--- src/tpf_pkg.sv ---
// What this block does
// RULE_01 - Each zero-crossing event acts according to a four-valued mode, 0 to 3.
// RULE_02 - After reset the mode starts at 2, mains synchronisation.
// RULE_03 - Mode 0, positive crossing: start tick timer, sample pot, update delay, go 1.
// RULE_04 - Mode 1, negative crossing: start tick timer for second half, go 0.
// RULE_05 - Mode 2, crossing: start 16-bit period timer, go 3.
// RULE_06 - Mode 3: average five positive intervals, classify 50 or 60 Hz, go 0.
// RULE_07 - Two back-to-back conversions per update; first result discarded.
// RULE_08 - Converter enabled only while the conversion sequence runs.
// RULE_09 - Result scaled to delay and clamped to a frequency-dependent maximum.
// RULE_10 - Conversion and delay update finish before the first tick after crossing.
// RULE_11 - Delay counts ticks since crossing; triac fires when count is reached.
// RULE_12 - Fixed offset added to delay for unequal detector high and low times.
// RULE_13 - After delay, burst of four gate pulses each half cycle.
// RULE_14 - Tick timer stops after delay and burst, until the next crossing.
// RULE_15 - Gate pins driven high as outputs straight out of reset.
// RULE_16 - Full initialisation after system reset and after watchdog reset.
// RULE_17 - Tick period 125 us, timer restarts on match; one tick sets pulse width.
// RULE_18 - Gate outputs active low; any reset returns them high.
// RULE_19 - Watchdog forces full reset if not serviced within 32 ms.
// RULE_20 - Zero result gives minimum delay, full scale gives maximum delay.
// RULE_21 - Zero-crossing input double synchronised; both edges give one-cycle events.
package tpf_pkg;

    // Clock and time base
    localparam int CLK_HZ          = 200_000_000;
    localparam int CYC_PER_US      = CLK_HZ / 1_000_000;
    localparam int TICK_US         = 125;
    localparam int TICK_CYCLES     = CYC_PER_US * TICK_US;
    localparam int WDT_MS          = 32;
    localparam int WDT_CYCLES      = CYC_PER_US * 1000 * WDT_MS;

    // Counter widths
    localparam int TICK_CNT_W      = 16;
    localparam int WDT_CNT_W       = 23;
    localparam int US_CNT_W        = 8;
    localparam int PERIOD_W        = 16;
    localparam int SUM_W           = 19;
    localparam int ADC_W           = 10;
    localparam int DELAY_W         = 7;
    localparam int TICKS_W         = 8;

    // Mains detection: period counted in microseconds, five intervals summed
    localparam logic [2:0]         MEAS_INTERVALS = 3'h5;
    localparam logic [PERIOD_W-1:0] MAINS_THRESH_US = 16'h479d;
    localparam logic [SUM_W-1:0]   MAINS_THRESH_SUM = 19'h16611;

    // Delay scaling: result shifted right by this many bits
    localparam int ADC_SHIFT       = 3;

    // Delay caps in ticks, leave room for the burst before the half-cycle end
    localparam logic [DELAY_W-1:0] DELAY_MAX_50 = 7'h44;
    localparam logic [DELAY_W-1:0] DELAY_MAX_60 = 7'h38;

    // Mark-space compensation offsets in ticks, per half cycle
    localparam logic [TICKS_W-1:0] POS_OFFSET   = 8'h02;
    localparam logic [TICKS_W-1:0] NEG_OFFSET   = 8'h01;

    // Burst: four low pulses separated by high gaps, one tick each
    localparam logic [3:0]         BURST_TICKS  = 4'h8;

    // Reset values
    localparam logic               GATE_IDLE    = 1'b1;
    localparam logic [DELAY_W-1:0] DELAY_RESET  = 7'h44;

    // Operating modes; declaration order gives codes 0 to 3
    typedef enum logic [1:0] {
        TPF_POS_HALF,
        TPF_NEG_HALF,
        TPF_SYNC,
        TPF_DETECT
    } tpf_mode_t;

    // Converter sequencer
    typedef enum logic [1:0] {
        TPF_ADC_IDLE,
        TPF_ADC_DUMMY,
        TPF_ADC_REAL
    } tpf_adc_t;

endpackage

--- src/tpf_triac_ctrl.sv ---
`timescale 1ns/1ps
module tpf_triac_ctrl #(
    parameter int TICK_CYCLES = tpf_pkg::TICK_CYCLES,
    parameter int WDT_CYCLES  = tpf_pkg::WDT_CYCLES
) (
    // Clock and reset
    input  wire logic                       clk_sys,
    input  wire logic                       rst,
    // Zero-crossing detector level
    input  wire logic                       zero_cross_in,
    // A/D converter on the potentiometer channel
    output logic                            adc_enable,
    output logic                            adc_start,
    input  wire logic                       adc_done,
    input  wire logic [tpf_pkg::ADC_W-1:0]  pot_analog_input,
    // Triac gate drive: gate pins active low, output enable active high
    output logic                            gate_trigger_out_a_n,
    output logic                            gate_trigger_out_b_n,
    output logic                            gate_drive_oe,
    // Status
    output logic [1:0]                      mode,
    output logic                            mains_is_60hz,
    output logic                            wdt_reset
);

    // Divider end counts
    localparam logic [tpf_pkg::TICK_CNT_W-1:0] TICK_LAST =
        tpf_pkg::TICK_CNT_W'(TICK_CYCLES - 1);
    localparam logic [tpf_pkg::WDT_CNT_W-1:0]  WDT_LAST  =
        tpf_pkg::WDT_CNT_W'(WDT_CYCLES - 1);
    localparam logic [tpf_pkg::US_CNT_W-1:0]   US_LAST   =
        tpf_pkg::US_CNT_W'(tpf_pkg::CYC_PER_US - 1);

    // Sequencer states
    tpf_pkg::tpf_mode_t                mode_reg;
    tpf_pkg::tpf_adc_t                 adc_state_reg;

    // Combined reset
    logic                              sys_rst;

    // Crossing detection
    logic                              zc_meta_reg;
    logic                              zc_sync_reg;
    logic                              zc_prev_reg;
    logic                              zc_rise;
    logic                              zc_fall;
    logic                              zc_event;
    logic                              restart_half;

    // Tick timer and burst
    logic                              half_is_pos_reg;
    logic                              tick_run_reg;
    logic [tpf_pkg::TICK_CNT_W-1:0]    tick_div_reg;
    logic                              tick;
    logic [tpf_pkg::TICKS_W-1:0]       tick_count_reg;
    logic [tpf_pkg::TICKS_W-1:0]       fire_at;
    logic                              burst_reg;
    logic [3:0]                        burst_cnt_reg;
    logic                              gate_low;

    // Period measurement
    logic [tpf_pkg::US_CNT_W-1:0]      us_div_reg;
    logic                              us_tick;
    logic                              meas_run_reg;
    logic [tpf_pkg::PERIOD_W-1:0]      period_reg;
    logic [tpf_pkg::SUM_W-1:0]         sum_reg;
    logic [tpf_pkg::SUM_W-1:0]         sum_next;
    logic [2:0]                        interval_cnt_reg;
    logic                              mains_60_reg;

    // Firing delay
    logic [tpf_pkg::DELAY_W-1:0]       delay_reg;
    logic [tpf_pkg::DELAY_W-1:0]       scaled;
    logic [tpf_pkg::DELAY_W-1:0]       delay_cap;

    // Watchdog
    logic [tpf_pkg::WDT_CNT_W-1:0]     wdt_cnt_reg;
    logic                              wdt_fire_reg;

    // Output flip-flops
    logic                              adc_en_reg;
    logic                              adc_start_reg;
    logic                              gate_a_reg;
    logic                              gate_b_reg;
    logic                              gate_oe_reg;

    // Watchdog overflow runs the same initialisation as the system reset
    assign sys_rst = rst | wdt_fire_reg; // RULE_16

    // Two-stage synchroniser; only the second stage feeds edge detection
    // No reset, so reset fakes no edge
    always_ff @(posedge clk_sys) begin
        zc_meta_reg <= zero_cross_in; // RULE_21
        zc_sync_reg <= zc_meta_reg;
        zc_prev_reg <= zc_sync_reg;
    end

    // Rising edge is the positive crossing, falling edge the negative one
    assign zc_rise  = zc_sync_reg & ~zc_prev_reg; // RULE_21
    assign zc_fall  = ~zc_sync_reg & zc_prev_reg; // RULE_21
    // Any crossing services the watchdog
    assign zc_event = zc_rise | zc_fall;

    // Crossings that restart the tick timer in normal operation
    assign restart_half = (mode_reg == tpf_pkg::TPF_POS_HALF && zc_rise) ||
                          (mode_reg == tpf_pkg::TPF_NEG_HALF && zc_fall);

    // Mode sequencer, stepped only by crossing events
    always_ff @(posedge clk_sys) begin
        if (sys_rst) begin
            mode_reg <= tpf_pkg::TPF_SYNC; // RULE_02
        end else begin
            case (mode_reg) // RULE_01
                tpf_pkg::TPF_POS_HALF: begin
                    if (zc_rise) begin
                        mode_reg <= tpf_pkg::TPF_NEG_HALF; // RULE_03
                    end
                end

                tpf_pkg::TPF_NEG_HALF: begin
                    if (zc_fall) begin
                        mode_reg <= tpf_pkg::TPF_POS_HALF; // RULE_04
                    end
                end

                tpf_pkg::TPF_SYNC: begin
                    // Positive edge only, so measurement starts on a cycle boundary
                    if (zc_rise) begin
                        mode_reg <= tpf_pkg::TPF_DETECT; // RULE_05
                    end
                end

                tpf_pkg::TPF_DETECT: begin
                    if (zc_rise && interval_cnt_reg == tpf_pkg::MEAS_INTERVALS - 3'h1) begin
                        mode_reg <= tpf_pkg::TPF_POS_HALF; // RULE_06
                    end
                end

                default: begin
                    // Unused code resynchronises
                    mode_reg <= tpf_pkg::TPF_SYNC;
                end
            endcase
        end
    end

    // Microsecond enable for the period timer
    // Held at zero while idle
    always_ff @(posedge clk_sys) begin
        if (sys_rst || !meas_run_reg) begin
            us_div_reg <= '0;
        end else if (us_div_reg == US_LAST) begin
            us_div_reg <= '0;
        end else begin
            us_div_reg <= us_div_reg + 1'b1;
        end
    end

    assign us_tick  = meas_run_reg && us_div_reg == US_LAST;
    // Running total of intervals
    assign sum_next = sum_reg + tpf_pkg::SUM_W'(period_reg);

    // Period measurement: 16-bit timer, saturating, restarted at each positive edge
    always_ff @(posedge clk_sys) begin
        if (sys_rst) begin
            meas_run_reg     <= 1'b0;
            period_reg       <= '0;
            sum_reg          <= '0;
            interval_cnt_reg <= '0;
            mains_60_reg     <= 1'b0;
        end else if (mode_reg == tpf_pkg::TPF_SYNC && zc_rise) begin
            // Positive edge keeps whole cycles
            meas_run_reg     <= 1'b1; // RULE_05
            period_reg       <= '0;
            sum_reg          <= '0;
            interval_cnt_reg <= '0;
        end else if (mode_reg == tpf_pkg::TPF_DETECT && zc_rise) begin
            period_reg       <= '0;
            sum_reg          <= sum_next;
            interval_cnt_reg <= interval_cnt_reg + 3'h1;
            if (interval_cnt_reg == tpf_pkg::MEAS_INTERVALS - 3'h1) begin
                // Sum against five thresholds avoids a divider for the average
                meas_run_reg <= 1'b0; // RULE_06
                mains_60_reg <= sum_next < tpf_pkg::MAINS_THRESH_SUM; // RULE_06
            end
        end else if (us_tick && period_reg != '1) begin
            // Saturates instead of wrapping
            period_reg <= period_reg + 1'b1;
        end
    end

    // Tick timer: clears and restarts on match, stopped when idle
    // A restart makes the first tick a full period
    always_ff @(posedge clk_sys) begin
        if (sys_rst || restart_half || !tick_run_reg) begin
            tick_div_reg <= '0;
        end else if (tick_div_reg == TICK_LAST) begin
            tick_div_reg <= '0; // RULE_17
        end else begin
            tick_div_reg <= tick_div_reg + 1'b1;
        end
    end

    assign tick = tick_run_reg && !restart_half && tick_div_reg == TICK_LAST; // RULE_17

    // Firing point in ticks since crossing, with mark-space compensation
    assign fire_at = tpf_pkg::TICKS_W'(delay_reg) +
                     (half_is_pos_reg ? tpf_pkg::POS_OFFSET : tpf_pkg::NEG_OFFSET); // RULE_12

    // Tick count and burst; the run flag drops once the burst is spent
    always_ff @(posedge clk_sys) begin
        if (sys_rst) begin
            tick_run_reg    <= 1'b0;
            half_is_pos_reg <= 1'b1;
            tick_count_reg  <= '0;
            burst_reg       <= 1'b0;
            burst_cnt_reg   <= '0;
        end else if (restart_half) begin
            // Also abandons a burst in progress
            tick_run_reg    <= 1'b1; // RULE_03 RULE_04
            half_is_pos_reg <= zc_rise;
            tick_count_reg  <= '0;
            burst_reg       <= 1'b0;
            burst_cnt_reg   <= '0;
        end else if (tick) begin
            if (burst_reg) begin
                // Eighth tick ends burst and timer
                if (burst_cnt_reg == tpf_pkg::BURST_TICKS - 4'h1) begin
                    burst_reg    <= 1'b0;
                    tick_run_reg <= 1'b0; // RULE_14
                end else begin
                    burst_cnt_reg <= burst_cnt_reg + 4'h1; // RULE_13
                end
            end else if (tick_count_reg + 1'b1 == fire_at || fire_at == '0) begin
                burst_reg     <= 1'b1; // RULE_11
                burst_cnt_reg <= '0;
            end else begin
                tick_count_reg <= tick_count_reg + 1'b1; // RULE_11
            end
        end
    end

    // Even burst steps drive the gate low, odd steps leave a one-tick gap
    assign gate_low = burst_reg && !burst_cnt_reg[0]; // RULE_13 RULE_17

    // Gate pins: made outputs and held high from reset, low only in a burst
    always_ff @(posedge clk_sys) begin
        if (sys_rst) begin
            gate_oe_reg <= 1'b1; // RULE_15
            gate_a_reg  <= tpf_pkg::GATE_IDLE; // RULE_15 RULE_18
            gate_b_reg  <= tpf_pkg::GATE_IDLE; // RULE_18
        end else begin
            // One burst drives both pins
            gate_oe_reg <= 1'b1;
            gate_a_reg  <= ~gate_low; // RULE_18
            gate_b_reg  <= ~gate_low; // RULE_18
        end
    end

    // Scale and clamp; larger result means later firing and less power
    // Cap keeps firing inside the half cycle
    assign scaled    = pot_analog_input[tpf_pkg::ADC_W-1:tpf_pkg::ADC_SHIFT]; // RULE_20
    assign delay_cap = mains_60_reg ? tpf_pkg::DELAY_MAX_60 : tpf_pkg::DELAY_MAX_50; // RULE_09

    // Conversion sequencer: dummy conversion, then the one that counts
    always_ff @(posedge clk_sys) begin
        if (sys_rst) begin
            adc_state_reg <= tpf_pkg::TPF_ADC_IDLE;
            adc_en_reg    <= 1'b0;
            adc_start_reg <= 1'b0;
            delay_reg     <= tpf_pkg::DELAY_RESET;
        end else begin
            adc_start_reg <= 1'b0;
            case (adc_state_reg)
                tpf_pkg::TPF_ADC_IDLE: begin
                    // Power up and start together
                    if (mode_reg == tpf_pkg::TPF_POS_HALF && zc_rise) begin
                        adc_en_reg    <= 1'b1; // RULE_08
                        adc_start_reg <= 1'b1; // RULE_03
                        adc_state_reg <= tpf_pkg::TPF_ADC_DUMMY;
                    end
                end

                tpf_pkg::TPF_ADC_DUMMY: begin
                    // A late converter must not push the update past the first tick
                    if (tick) begin
                        adc_en_reg    <= 1'b0; // RULE_10
                        adc_state_reg <= tpf_pkg::TPF_ADC_IDLE;
                    end else if (adc_done) begin
                        adc_start_reg <= 1'b1; // RULE_07
                        adc_state_reg <= tpf_pkg::TPF_ADC_REAL;
                    end
                end

                tpf_pkg::TPF_ADC_REAL: begin
                    // Only this result sets the delay
                    if (tick) begin
                        adc_en_reg    <= 1'b0; // RULE_10
                        adc_state_reg <= tpf_pkg::TPF_ADC_IDLE;
                    end else if (adc_done) begin
                        delay_reg     <= (scaled > delay_cap) ? delay_cap : scaled; // RULE_07 RULE_09
                        adc_en_reg    <= 1'b0; // RULE_08
                        adc_state_reg <= tpf_pkg::TPF_ADC_IDLE;
                    end
                end

                default: begin
                    // Unused state powers down
                    adc_en_reg    <= 1'b0;
                    adc_state_reg <= tpf_pkg::TPF_ADC_IDLE;
                end
            endcase
        end
    end

    // Watchdog serviced by every crossing event; silent mains re-initialises
    // Fire pulse clears itself next edge
    always_ff @(posedge clk_sys) begin
        if (rst || wdt_fire_reg || zc_event) begin
            wdt_cnt_reg  <= '0;
            wdt_fire_reg <= 1'b0;
        end else if (wdt_cnt_reg == WDT_LAST) begin
            wdt_cnt_reg  <= '0;
            wdt_fire_reg <= 1'b1; // RULE_19
        end else begin
            wdt_cnt_reg  <= wdt_cnt_reg + 1'b1;
        end
    end

    // All outputs are flip-flops
    assign adc_enable           = adc_en_reg;
    assign adc_start            = adc_start_reg;

    // Gate drive
    assign gate_trigger_out_a_n = gate_a_reg;
    assign gate_trigger_out_b_n = gate_b_reg;
    assign gate_drive_oe        = gate_oe_reg;

    // Status
    assign mode                 = mode_reg;
    assign mains_is_60hz        = mains_60_reg;
    assign wdt_reset            = wdt_fire_reg;

endmodule

--- config.mk ---
export PLATFORM = sky130hd
export DESIGN_NAME = tpf_triac_ctrl
export DESIGN_NICKNAME = d
export VERILOG_FILES = /design/src/tpf_pkg.sv /design/src/tpf_triac_ctrl.sv
export SDC_FILE = /design/constraint.sdc
export NUM_CORES = 1
export LEC_CHECK = 0
export BUFFER_PORTS_ARGS = -buffer_cell sky130_fd_sc_hd__buf_2
export CELL_PAD_IN_SITES_DETAIL_PLACEMENT = 1
export CELL_PAD_IN_SITES_GLOBAL_PLACEMENT = 2
export CORE_ASPECT_RATIO = 1.1
export CORE_MARGIN = 3
export CORE_UTILIZATION = 38
export DETAILED_ROUTE_END_ITERATION = 12
export HOLD_SLACK_MARGIN = 0.1
export PLACE_DENSITY = 0.86
export SETUP_SLACK_MARGIN = 0.05
export SLEW_MARGIN = 20
export SYNTH_ARGS = -nofsm -noshare
export SYNTH_HDL_FRONTEND = slang
export SYNTH_SLANG_ARGS = --single-unit
--- constraint.sdc ---
create_clock -name clk_sys -period 3.2 [get_ports clk_sys]
set_clock_uncertainty 0.15 [all_clocks]
set_input_delay 0 -clock clk_sys [delete_from_list [all_inputs] [get_ports clk_sys]]
set_output_delay 0 -clock clk_sys [all_outputs]
set_load 0.02 [all_outputs]
# Word level (Yosys, flattened, before mapping)
# Index checks and enable logic that the tools add are counted.
# word_totals
register_bits	120
input_bits	14
output_inout_bits	9
elab_cells	147
# classes
n_addsub	9
magnitude_cmp	2
n_eq_ne	21
mux	36
bitwise_logic	11
n_reduce_logical	45
# ops
operator	n
adder 16 x 1 -> 16 bit (second input constant)	2
adder 23 x 1 -> 23 bit (second input constant)	1
equality test 23 bit (second input constant)	1
AND reduction 3 bit	7
two-way mux 2 bit	10
adder 19 x 16 -> 19 bit	1
less-than comparator 19 x 17 -> 1 bit (second input constant)	1
two-way mux 1 bit	17
adder 8 x 1 -> 8 bit (second input constant)	2
equality test 16 x 15 -> 1 bit (second input constant)	1
!= test 16 bit (second input constant)	1
two-way mux 7 bit	2
!= test 2 bit (second input constant)	7
two-way mux 4 bit	3
nonzero test 2 bit	6
logical AND 1 bit	10
OR reduction 2 bit	5
adder 7 x 2 -> 8 bit	1
equality test 8 bit	1
equality test 8 bit (second input constant)	1
logical NOT 8 bit	1
one-hot mux 2 bit (4 select lines)	1
> comparator 7 bit	1
logical OR 1 bit	7
other kinds (18)	34

# Longest topological paths before layout
# Gate-level depths: netlist of run 1.
# depth
depth_word	9
ltp_mapped	12
depth_no_buf	11

# Worst setup path before layout of run 1
# OpenSTA, ideal clock, no wires.
# synth_path
path_type	flip-flop to flip-flop
startpoint	register period_reg[0] (netlist bit)
endpoint	register mains_60_reg (netlist: mains_is_60hz)
setup_ps	126
t_arrival_ps	2679
required_time_ps	2924
slack_ps	245
stages_incl_launch_ff	11
path_buffers	0
synth_period_minus_slack_ps	2955
path_cell_list	dfxtp_1 ha_1 fa_1 a21o_1 a221oi_4 o221ai_2 or4b_1 a21o_1 a221o_1 nand3_1 a32oi_1
# synth_via
elab_chain_len	2
# synth_rtl
element	line_no	rtl
start: declaration	tpf_triac_ctrl.sv:65	logic [tpf_pkg::PERIOD_W-1:0] period_reg;
start signal: assignment	tpf_triac_ctrl.sv:188	period_reg <= period_reg + 1'b1;
adder 19 x 16 -> 19 bit	tpf_triac_ctrl.sv:161	assign sum_next = sum_reg + tpf_pkg::SUM_W'(period_reg);
less-than comparator 19 x 17 -> 1 bit	tpf_triac_ctrl.sv:184	mains_60_reg <= sum_next < tpf_pkg::MAINS_THRESH_SUM;
end signal: assignment	tpf_triac_ctrl.sv:184	
end: declaration	tpf_triac_ctrl.sv:69	logic mains_60_reg;
# Every way passes these cells.
# A chain may end at the register's enable or synchronous reset.

# Worst setup path after layout of run 1
# Ends and elaborated chain as after synthesis.

==> summary.md, run 1 <==
| Metric | Value |
|---|---|
| RSZ-0062 raised after global routing | `no` |
| Worst Path Arrival | `3.18 ns` |
| Die footprint | `approximately 19000 µm²` |
| R2r startpoint | `period_reg[0]$_SDFFE_PP0P_` |
| Worst Setup End Kind | `flop` |
| GP Congestion | `0.795` |
| Peak Freq | `~0.33 GHz` |
| Initial antenna violation count | `0` |
| Total CTS buffers | `17` |
| Status | `complete, no violations` |
| Clock sink count | `120` |
| Drt total wl | `16.5 mm` |
| Crit start category | `flop` |
| Vias/cell | `5.40` |
| Layout fillers | `approximately 1900` |
| Slowest stage delay, CP | `0.49 ns` |
| DR WL met2 | `8.62 mm` |
| Ys flop type | `dfxtp_1` |
| LEAKAGE | `2.93 nW` |
| CP max FO | `3` |
| Max reg flops | `23` |
| Flop2flop setup slack | `about 0.17 ns` |
| Ys async rst share | `0%` |
| Yosys cell types | `70` |
| Fin util | `45.8%` |
| Most frequent cells in the layout | `dfxtp_1, nor2_1, nand2_1` |
| Met3 wire length | `roughly 330 µm` |
| Die width | `between 100 and 150 µm` |
| Crit-path slowest cell | `or4b_1` |
| Commonest non-fill, non-tap cell in the layout | `dfxtp_1` |
| I/O pins | `23` |
| Tmin final | `3.03 ns` |
| Post-Synthesis Cell Area | `6450 µm²` |
| Setup crit start | `period_reg[0]$_SDFFE_PP0P_` |
| Core ar. | `16500 µm²` |
| Syn Area/Cell | `8.45 µm²` |
| Vias in the first global route | `between 5000 and 6000` |
| Residual DRC count | `0` |
| Post-Syn Instances | `between 700 and 800` |
| Post-synth top area share | `between 30% and 40%` |
| Clk_lat worst skew | `approximately 0.42 ns` |
| Multi-input logic area | `3860 µm²` |
| FF/Latch Area | `roughly 2400 µm²` |
| CTS H-tree lvls | `4` |
| Initial DRC count | `155` |
| Pwr/cell area | `484 nW/µm²` |
| Post-synth EDFFs | `0` |
| # rows | `between 40 and 50` |
| Max transition margin | `57.6%` |
| Highest routed layer | `met4` |
| Largest net degree at the start of global routing | `24` |
| WL/cell | `16.2 µm` |
| Initial Util | `39.1%` |
| FF-to-FF path depth | `10` |
| Critical path, cell by cell | `ha_2, fa_2, a21o_1, a221oi_4, o221ai_2, or4b_1, a21o_1, a221o_1, nand3_2, a32oi_1` |
| #FFs+latches synth | `120` |
| First-pass GRT wire length | `27.8 mm` |
| Net count, final | `851` |
| # diodes | `0` |
| Most used cell, CP | `a21o_1` |
| Worst Tran Pin Value | `~0.64 ns` |
| Crit Reg-Reg Endpoint | `mains_is_60hz$_SDFFE_PP0P_` |
| HP Class | `reg -> reg` |
| Max clock buf depth | `2` |
| Critical path type | `reg -> reg` |
| Wire length on met1 | `between 7 and 8 mm` |
| Synth top area cells | `dfxtp_1, xor2_1, ha_1` |
| Synth area leader | `dfxtp_1` |
| Synthesis-to-layout area growth | `17.2%` |
| Detail Route Antenna Nets | `0` |
| Setup TNS | `0 ns` |
| Die H | `143 µm` |
| Fin crit share | `94.6%` |
| GR Overflow Total | `0` |
| Reg clk slew, reported paths | `0.06 ns` |
| Final setup viols | `0` |
| Hold WS | `between 0.2 and 0.25 ns` |
| IO Port Bufs | `18` |
| Register area share after synthesis | `37.2%` |
| CTS tree | `built` |
| Worst EP required | `3.35 ns` |
| Layout cell share with drive strength beyond 1 | `10.2%` |
| Final Hold Viols | `0` |
| Post-Syn Nets | `813` |
| Hold depth | `0` |
| Total track usage | `between 10% and 20%` |
| 1st-pass router iterations | `4` |
| Hpwl dp | `11.9 mm` |
| Worst ir drop on vdd | `0.000389 V` |
| Max Cap Viol | `0` |
| CP endpoint | `mains_is_60hz$_SDFFE_PP0P_` |
| Root Buffer | `clkbuf_16` |
| Synthesis Warnings | `0` |
| Vias | `5498` |
| Slew Limit Fails | `0` |
## kinds of logic (layout without fill, tap and decap cells)
family | Yosys count | in the layout | share of synthesized area (%)
flops | 120 | 120 | 37.2
xor+xnor | 88 | 88 | 12.4
simple gates | 332 | 332 | 24.8
compound gates | 127 | 127 | 13.5
other cells | 1 | 1 | 0.0581
buf+inv | 49 | 100 | 3.20
mux | 12 | 12 | 1.92
fa+ha+maj | 35 | 35 | 7.02
## final cells by class
| class | count | area share, % |
|---|---|---|
| multi-input cells | 595 | 51.1 |
| flip-flops and latches | 120 | 31.8 |
| clock buffers | 21 | 6.09 |
| repair buffers | 46 | 4.34 |
| well taps | 204 | 3.38 |
| clock inverters | 11 | 2.25 |
| inverters | 22 | 1.09 |
## where the power goes
part,leakage [nW],total [W],internal (W),switching (W)
sequential,0.968,0.00151,0.00150,0.00000702
combinational,1.67,0.0000988,0.0000367,0.0000621
clock,0.300,0.00205,0.00134,0.000706
## metal layers
metal	GRT usage, %	up-vias
met4	6.24	0
met3	3.89	24
met1	21.5	2686
li1	-	2743
met2	33.6	45
met5	0	-
## how the worst min path moves through the flow
stage	startpoint	endpoint	slack (ns)
floorplan	zero_cross_in	zc_meta_reg$_DFF_P_	-0.12
global placement	zero_cross_in	zc_meta_reg$_DFF_P_	-0.05
detailed placement	zero_cross_in	zc_meta_reg$_DFF_P_	-0.05
CTS	zc_meta_reg$_DFF_P_	zc_sync_reg$_DFF_P_	0.23
global route	zc_meta_reg$_DFF_P_	zc_sync_reg$_DFF_P_	0.23
finish	zc_meta_reg$_DFF_P_	zc_sync_reg$_DFF_P_	0.23
## through the flow
| stage | std cells | instance area, µm² | setup WS (ns) | power, W |
|---|---|---|---|---|
| final | 1019 | 7560 | 0.172 | 0.00366 |
| after global routing | 1019 | 7560 | 0.0441 | 0.00379 |
| after CTS | 1014 | 7510 | 0.0787 | 0.00371 |
| after detailed placement | 971 | 6770 | 0.102 | 0.00163 |
| after global placement | 971 | 6770 | 0.125 | 0.00163 |
| after floorplan | 764 | 6450 | 0.245 | 0.00160 |
## synth_stat cells, types with 12 or more instances
cell and count:
inv_1 22, nand4_1 12, nor2_1 105, clkbuf_1 18, o21ai_0 35, nor3_1 14
xnor2_1 36, nand2_1 78, and3_1 17, a21oi_1 31, xor2_1 50, nand3_1 50
dfxtp_1 120, ha_1 33
## worst max-delay path, delay by kind of cell, from the launching register on
family | cells | cell delay (ns)
AO/OA/AOI/OAI | 6 | 1.34
adder cells (fa/ha/maj) | 2 | 0.55
flip-flops | 1 | 0.32
AND/OR/NAND/NOR | 2 | 0.57
## repair_timing
item / 4_1_cts / 5_1_grt
resized for setup: 0 / 7
setup endpoints to repair: 0 / 12
setup buffers: 0 / 5
endpoints found under the hold margin: 23 / 0
hold buffers: 11 / 0
No activity file was read; power rests on OpenSTA's default activity.
==> run 2: changes to the inputs <==
--- a/config.mk
+++ b/config.mk
@@ -14,6 +14,7 @@
 export DETAILED_ROUTE_END_ITERATION = 12
 export HOLD_SLACK_MARGIN = 0.1
 export PLACE_DENSITY = 0.86
+export REMOVE_ABC_BUFFERS = 1
 export SETUP_SLACK_MARGIN = 0.05
 export SLEW_MARGIN = 20
 export SYNTH_ARGS = -nofsm -noshare
==> run 2 against run 1 <==
Combinational power about the same. Total power down 6.3%. Clock-buffer cell count up 1. Cell count about the same. Critical path type unchanged. Largest cell class unchanged. Highest routed layer unchanged.
==> summary.md, run 2 (synthesis gave the netlist of run 1 again) <==
| Metric | Value |
|---|---|
| Status | `complete, no violations` |
| WL/cell | `15.4 µm (-4.9%)` |
| Core ar. | `16500 µm² (unchanged)` |
| Combinational Power Share | `2.9% (+0.2 points)` |
| Max clock buf depth | `2 (unchanged)` |
| Final setup viols | `0 (unchanged)` |
| Net count, final | `854 (+0.35%)` |
| Total CTS buffers | `17 (unchanged)` |
| Crit start category | `flop` |
| Pwr/cell area | `455 nW/µm² (-6.1%)` |
| First-pass GRT wire length | `26.8 mm (-3.7%)` |
| Setup crit start | `period_reg[0]$_SDFFE_PP0P_` |
| Max Cap Viol | `0 (unchanged)` |
| Die H | `143 µm (unchanged)` |
| Switching Share | `21.4% (+0.24 points)` |
| Root Buffer | `clkbuf_16` |
| Vias in the first global route | `5758 (-1.9%)` |
| CP max FO | `3 (unchanged)` |
| Vias/cell | `5.34 (-0.97%)` |
| Residual DRC count | `0 (unchanged)` |
| # rows | `49 (unchanged)` |
| CTS H-tree lvls | `4 (unchanged)` |
| Reg clk slew, reported paths | `0.05 ns (about the same)` |
| Hpwl dp | `11.4 mm (-4.6%)` |
| Sequential fraction of design power | `44.0% (+2.7 points)` |
| Synthesis-to-layout area growth | `16.9%` |
| Slew Limit Fails | `0 (unchanged)` |
| LEAKAGE | `2.93 nW (-0.18%)` |
| Sw Pwr | `0.000735 W (-5.2%)` |
| Die footprint | `18600 µm² (unchanged)` |
| Worst EP required | `3.34 ns (about the same)` |
| Total track usage | `17.8% (-0.75 points)` |
| CTS tree | `built` |
| Pwr Total | `0.00343 W (-6.3%)` |
| Die width | `130 µm (unchanged)` |
| Worst ir drop on vdd | `0.000349 V (-10%)` |
| Fin crit share | `96.4% (+1.8 points)` |
| Worst Tran Pin Value | `0.633 ns (-0.00237 ns)` |
| Layout cell share with drive strength beyond 1 | `11.3% (+1.1 points)` |
| Final Hold Viols | `0 (unchanged)` |
| GR Overflow Total | `0 (unchanged)` |
| IO Port Bufs | `18 (unchanged)` |
| Worst Path Arrival | `3.23 ns (+0.05 ns)` |
| HP Class | `reg -> reg` |
| Clk_lat worst skew | `0.42 ns (about the same)` |
| Commonest non-fill, non-tap cell in the layout | `dfxtp_1` |
| I/O pins | `23 (unchanged)` |
| Max reg flops | `23 (unchanged)` |
| RSZ-0062 raised after global routing | `no` |
| Clock sink count | `120 (unchanged)` |
| R2r startpoint | `period_reg[0]$_SDFFE_PP0P_` |
| Fin util | `45.7% (-0.11 points)` |
| Initial Util | `39.1% (unchanged)` |
| Detail Route Antenna Nets | `0 (unchanged)` |
| Initial DRC count | `232 (+50%)` |
| Max transition margin | `57.7% (+0.16 points)` |
| Setup TNS | `0 ns (unchanged)` |
| Peak Freq | `0.324 GHz (-1.9%)` |
| GP Congestion | `0.803 (+1.0%)` |
| Initial antenna violation count | `0 (unchanged)` |
| Drt total wl | `15.7 mm (-4.8%)` |
| Most frequent cells in the layout | `dfxtp_1, nor2_1, nand2_1` |
| # diodes | `0 (unchanged)` |
| Min-Delay Startpoint | `zc_meta_reg$_DFF_P_` |
| Worst Setup End Kind | `flop` |
| Clock share of power | `53.1% (-2.9 points)` |
| Tmin final | `3.09 ns (+0.0572 ns)` |
| Int Power | `0.00269 W (-6.6%)` |
| Critical path type | `reg -> reg` |
| Layout fillers | `1954 (+1.7%)` |
| Vias | `5450 (-0.87%)` |
| 1st-pass router iterations | `5 (+1)` |
| Largest net degree at the start of global routing | `24 (unchanged)` |
==> run 2: power groups by stage <==
stage,Sequential (W),Combinational (W),Clock [W]
after floorplan,0.00154,0.0000500,0
after global placement,0.00154,0.0000836,0
after detailed placement,0.00154,0.0000889,0
after CTS,0.00151,0.000100,0.00186
after global routing,0.00151,0.000110,0.00194
final,0.00151,0.0000987,0.00182
==> run 2: cell type report <==
| cell class | instances | area [µm²] | area share [%] |
|---|---|---|---|
| clock buffer | 22 | 494 | 6.55 |
| clock inverter | 8 | 71.3 | 0.945 |
| inverter | 22 | 82.6 | 1.09 |
| multi-input combinational | 595 | 3880 | 51.5 |
| sequential | 120 | 2410 | 31.9 |
| tap | 204 | 255 | 3.38 |
| timing repair buffer | 49 | 350 | 4.64 |
==> run 2: final timing paths <==
| path | endpoint | depth (start not counted) | slack (ns) |
|---|---|---|---|
| worst max-delay path | mains_is_60hz$_SDFFE_PP0P_ | 10 | 0.11 |
| worst max register to register | mains_is_60hz$_SDFFE_PP0P_ | 10 | 0.11 |
| worst min register to register | zc_sync_reg$_DFF_P_ | 0 | 0.18 |
| worst min-delay path | zc_sync_reg$_DFF_P_ | 0 | 0.18 |
==> run 2: layer usage <==
layer	vias up	GRT usage [%]	share of wire, %
met1	2650	20.7	45
met2	41	32.0	52
met3	17	4.08	1.7
met5	-	0	0
met4	0	5.91	1.4
li1	2742	-	-
==> run 2: through the flow <==
| step | area, µm² | worst slack, ns | std cells | hold WS (ns) |
|---|---|---|---|---|
| finish | 7540 | 0.115 | 1020 | 0.180 |
| global route | 7540 | 0.0250 | 1020 | 0.189 |
| CTS | 7480 | 0.0533 | 1017 | 0.186 |
| detailed placement | 6790 | 0.0494 | 974 | -0.0347 |
| global placement | 6790 | 0.138 | 974 | -0.0438 |
| floorplan | 6330 | 0.245 | 737 | -0.122 |
==> run 2: what timing repair did <==
item                                   4_1_cts  5_1_grt
gates resized for setup                      1       13
pin swaps                                    3        8
hold buffers                                11        0
endpoints found under the hold margin       23        0
setup buffers                                2        3
setup endpoints to repair                    1       14
==> run 2: worst max-delay path: stages (launching register included) <==
cell and delay, ns:
dfxtp_2 0.34, ha_4 0.17, fa_2 0.36, a21o_1 0.21, a221oi_4 0.28, o221ai_2 0.18
or4b_1 0.55, a21o_1 0.17, a221o_1 0.34, nand3_2 0.10, a32oi_2 0.10
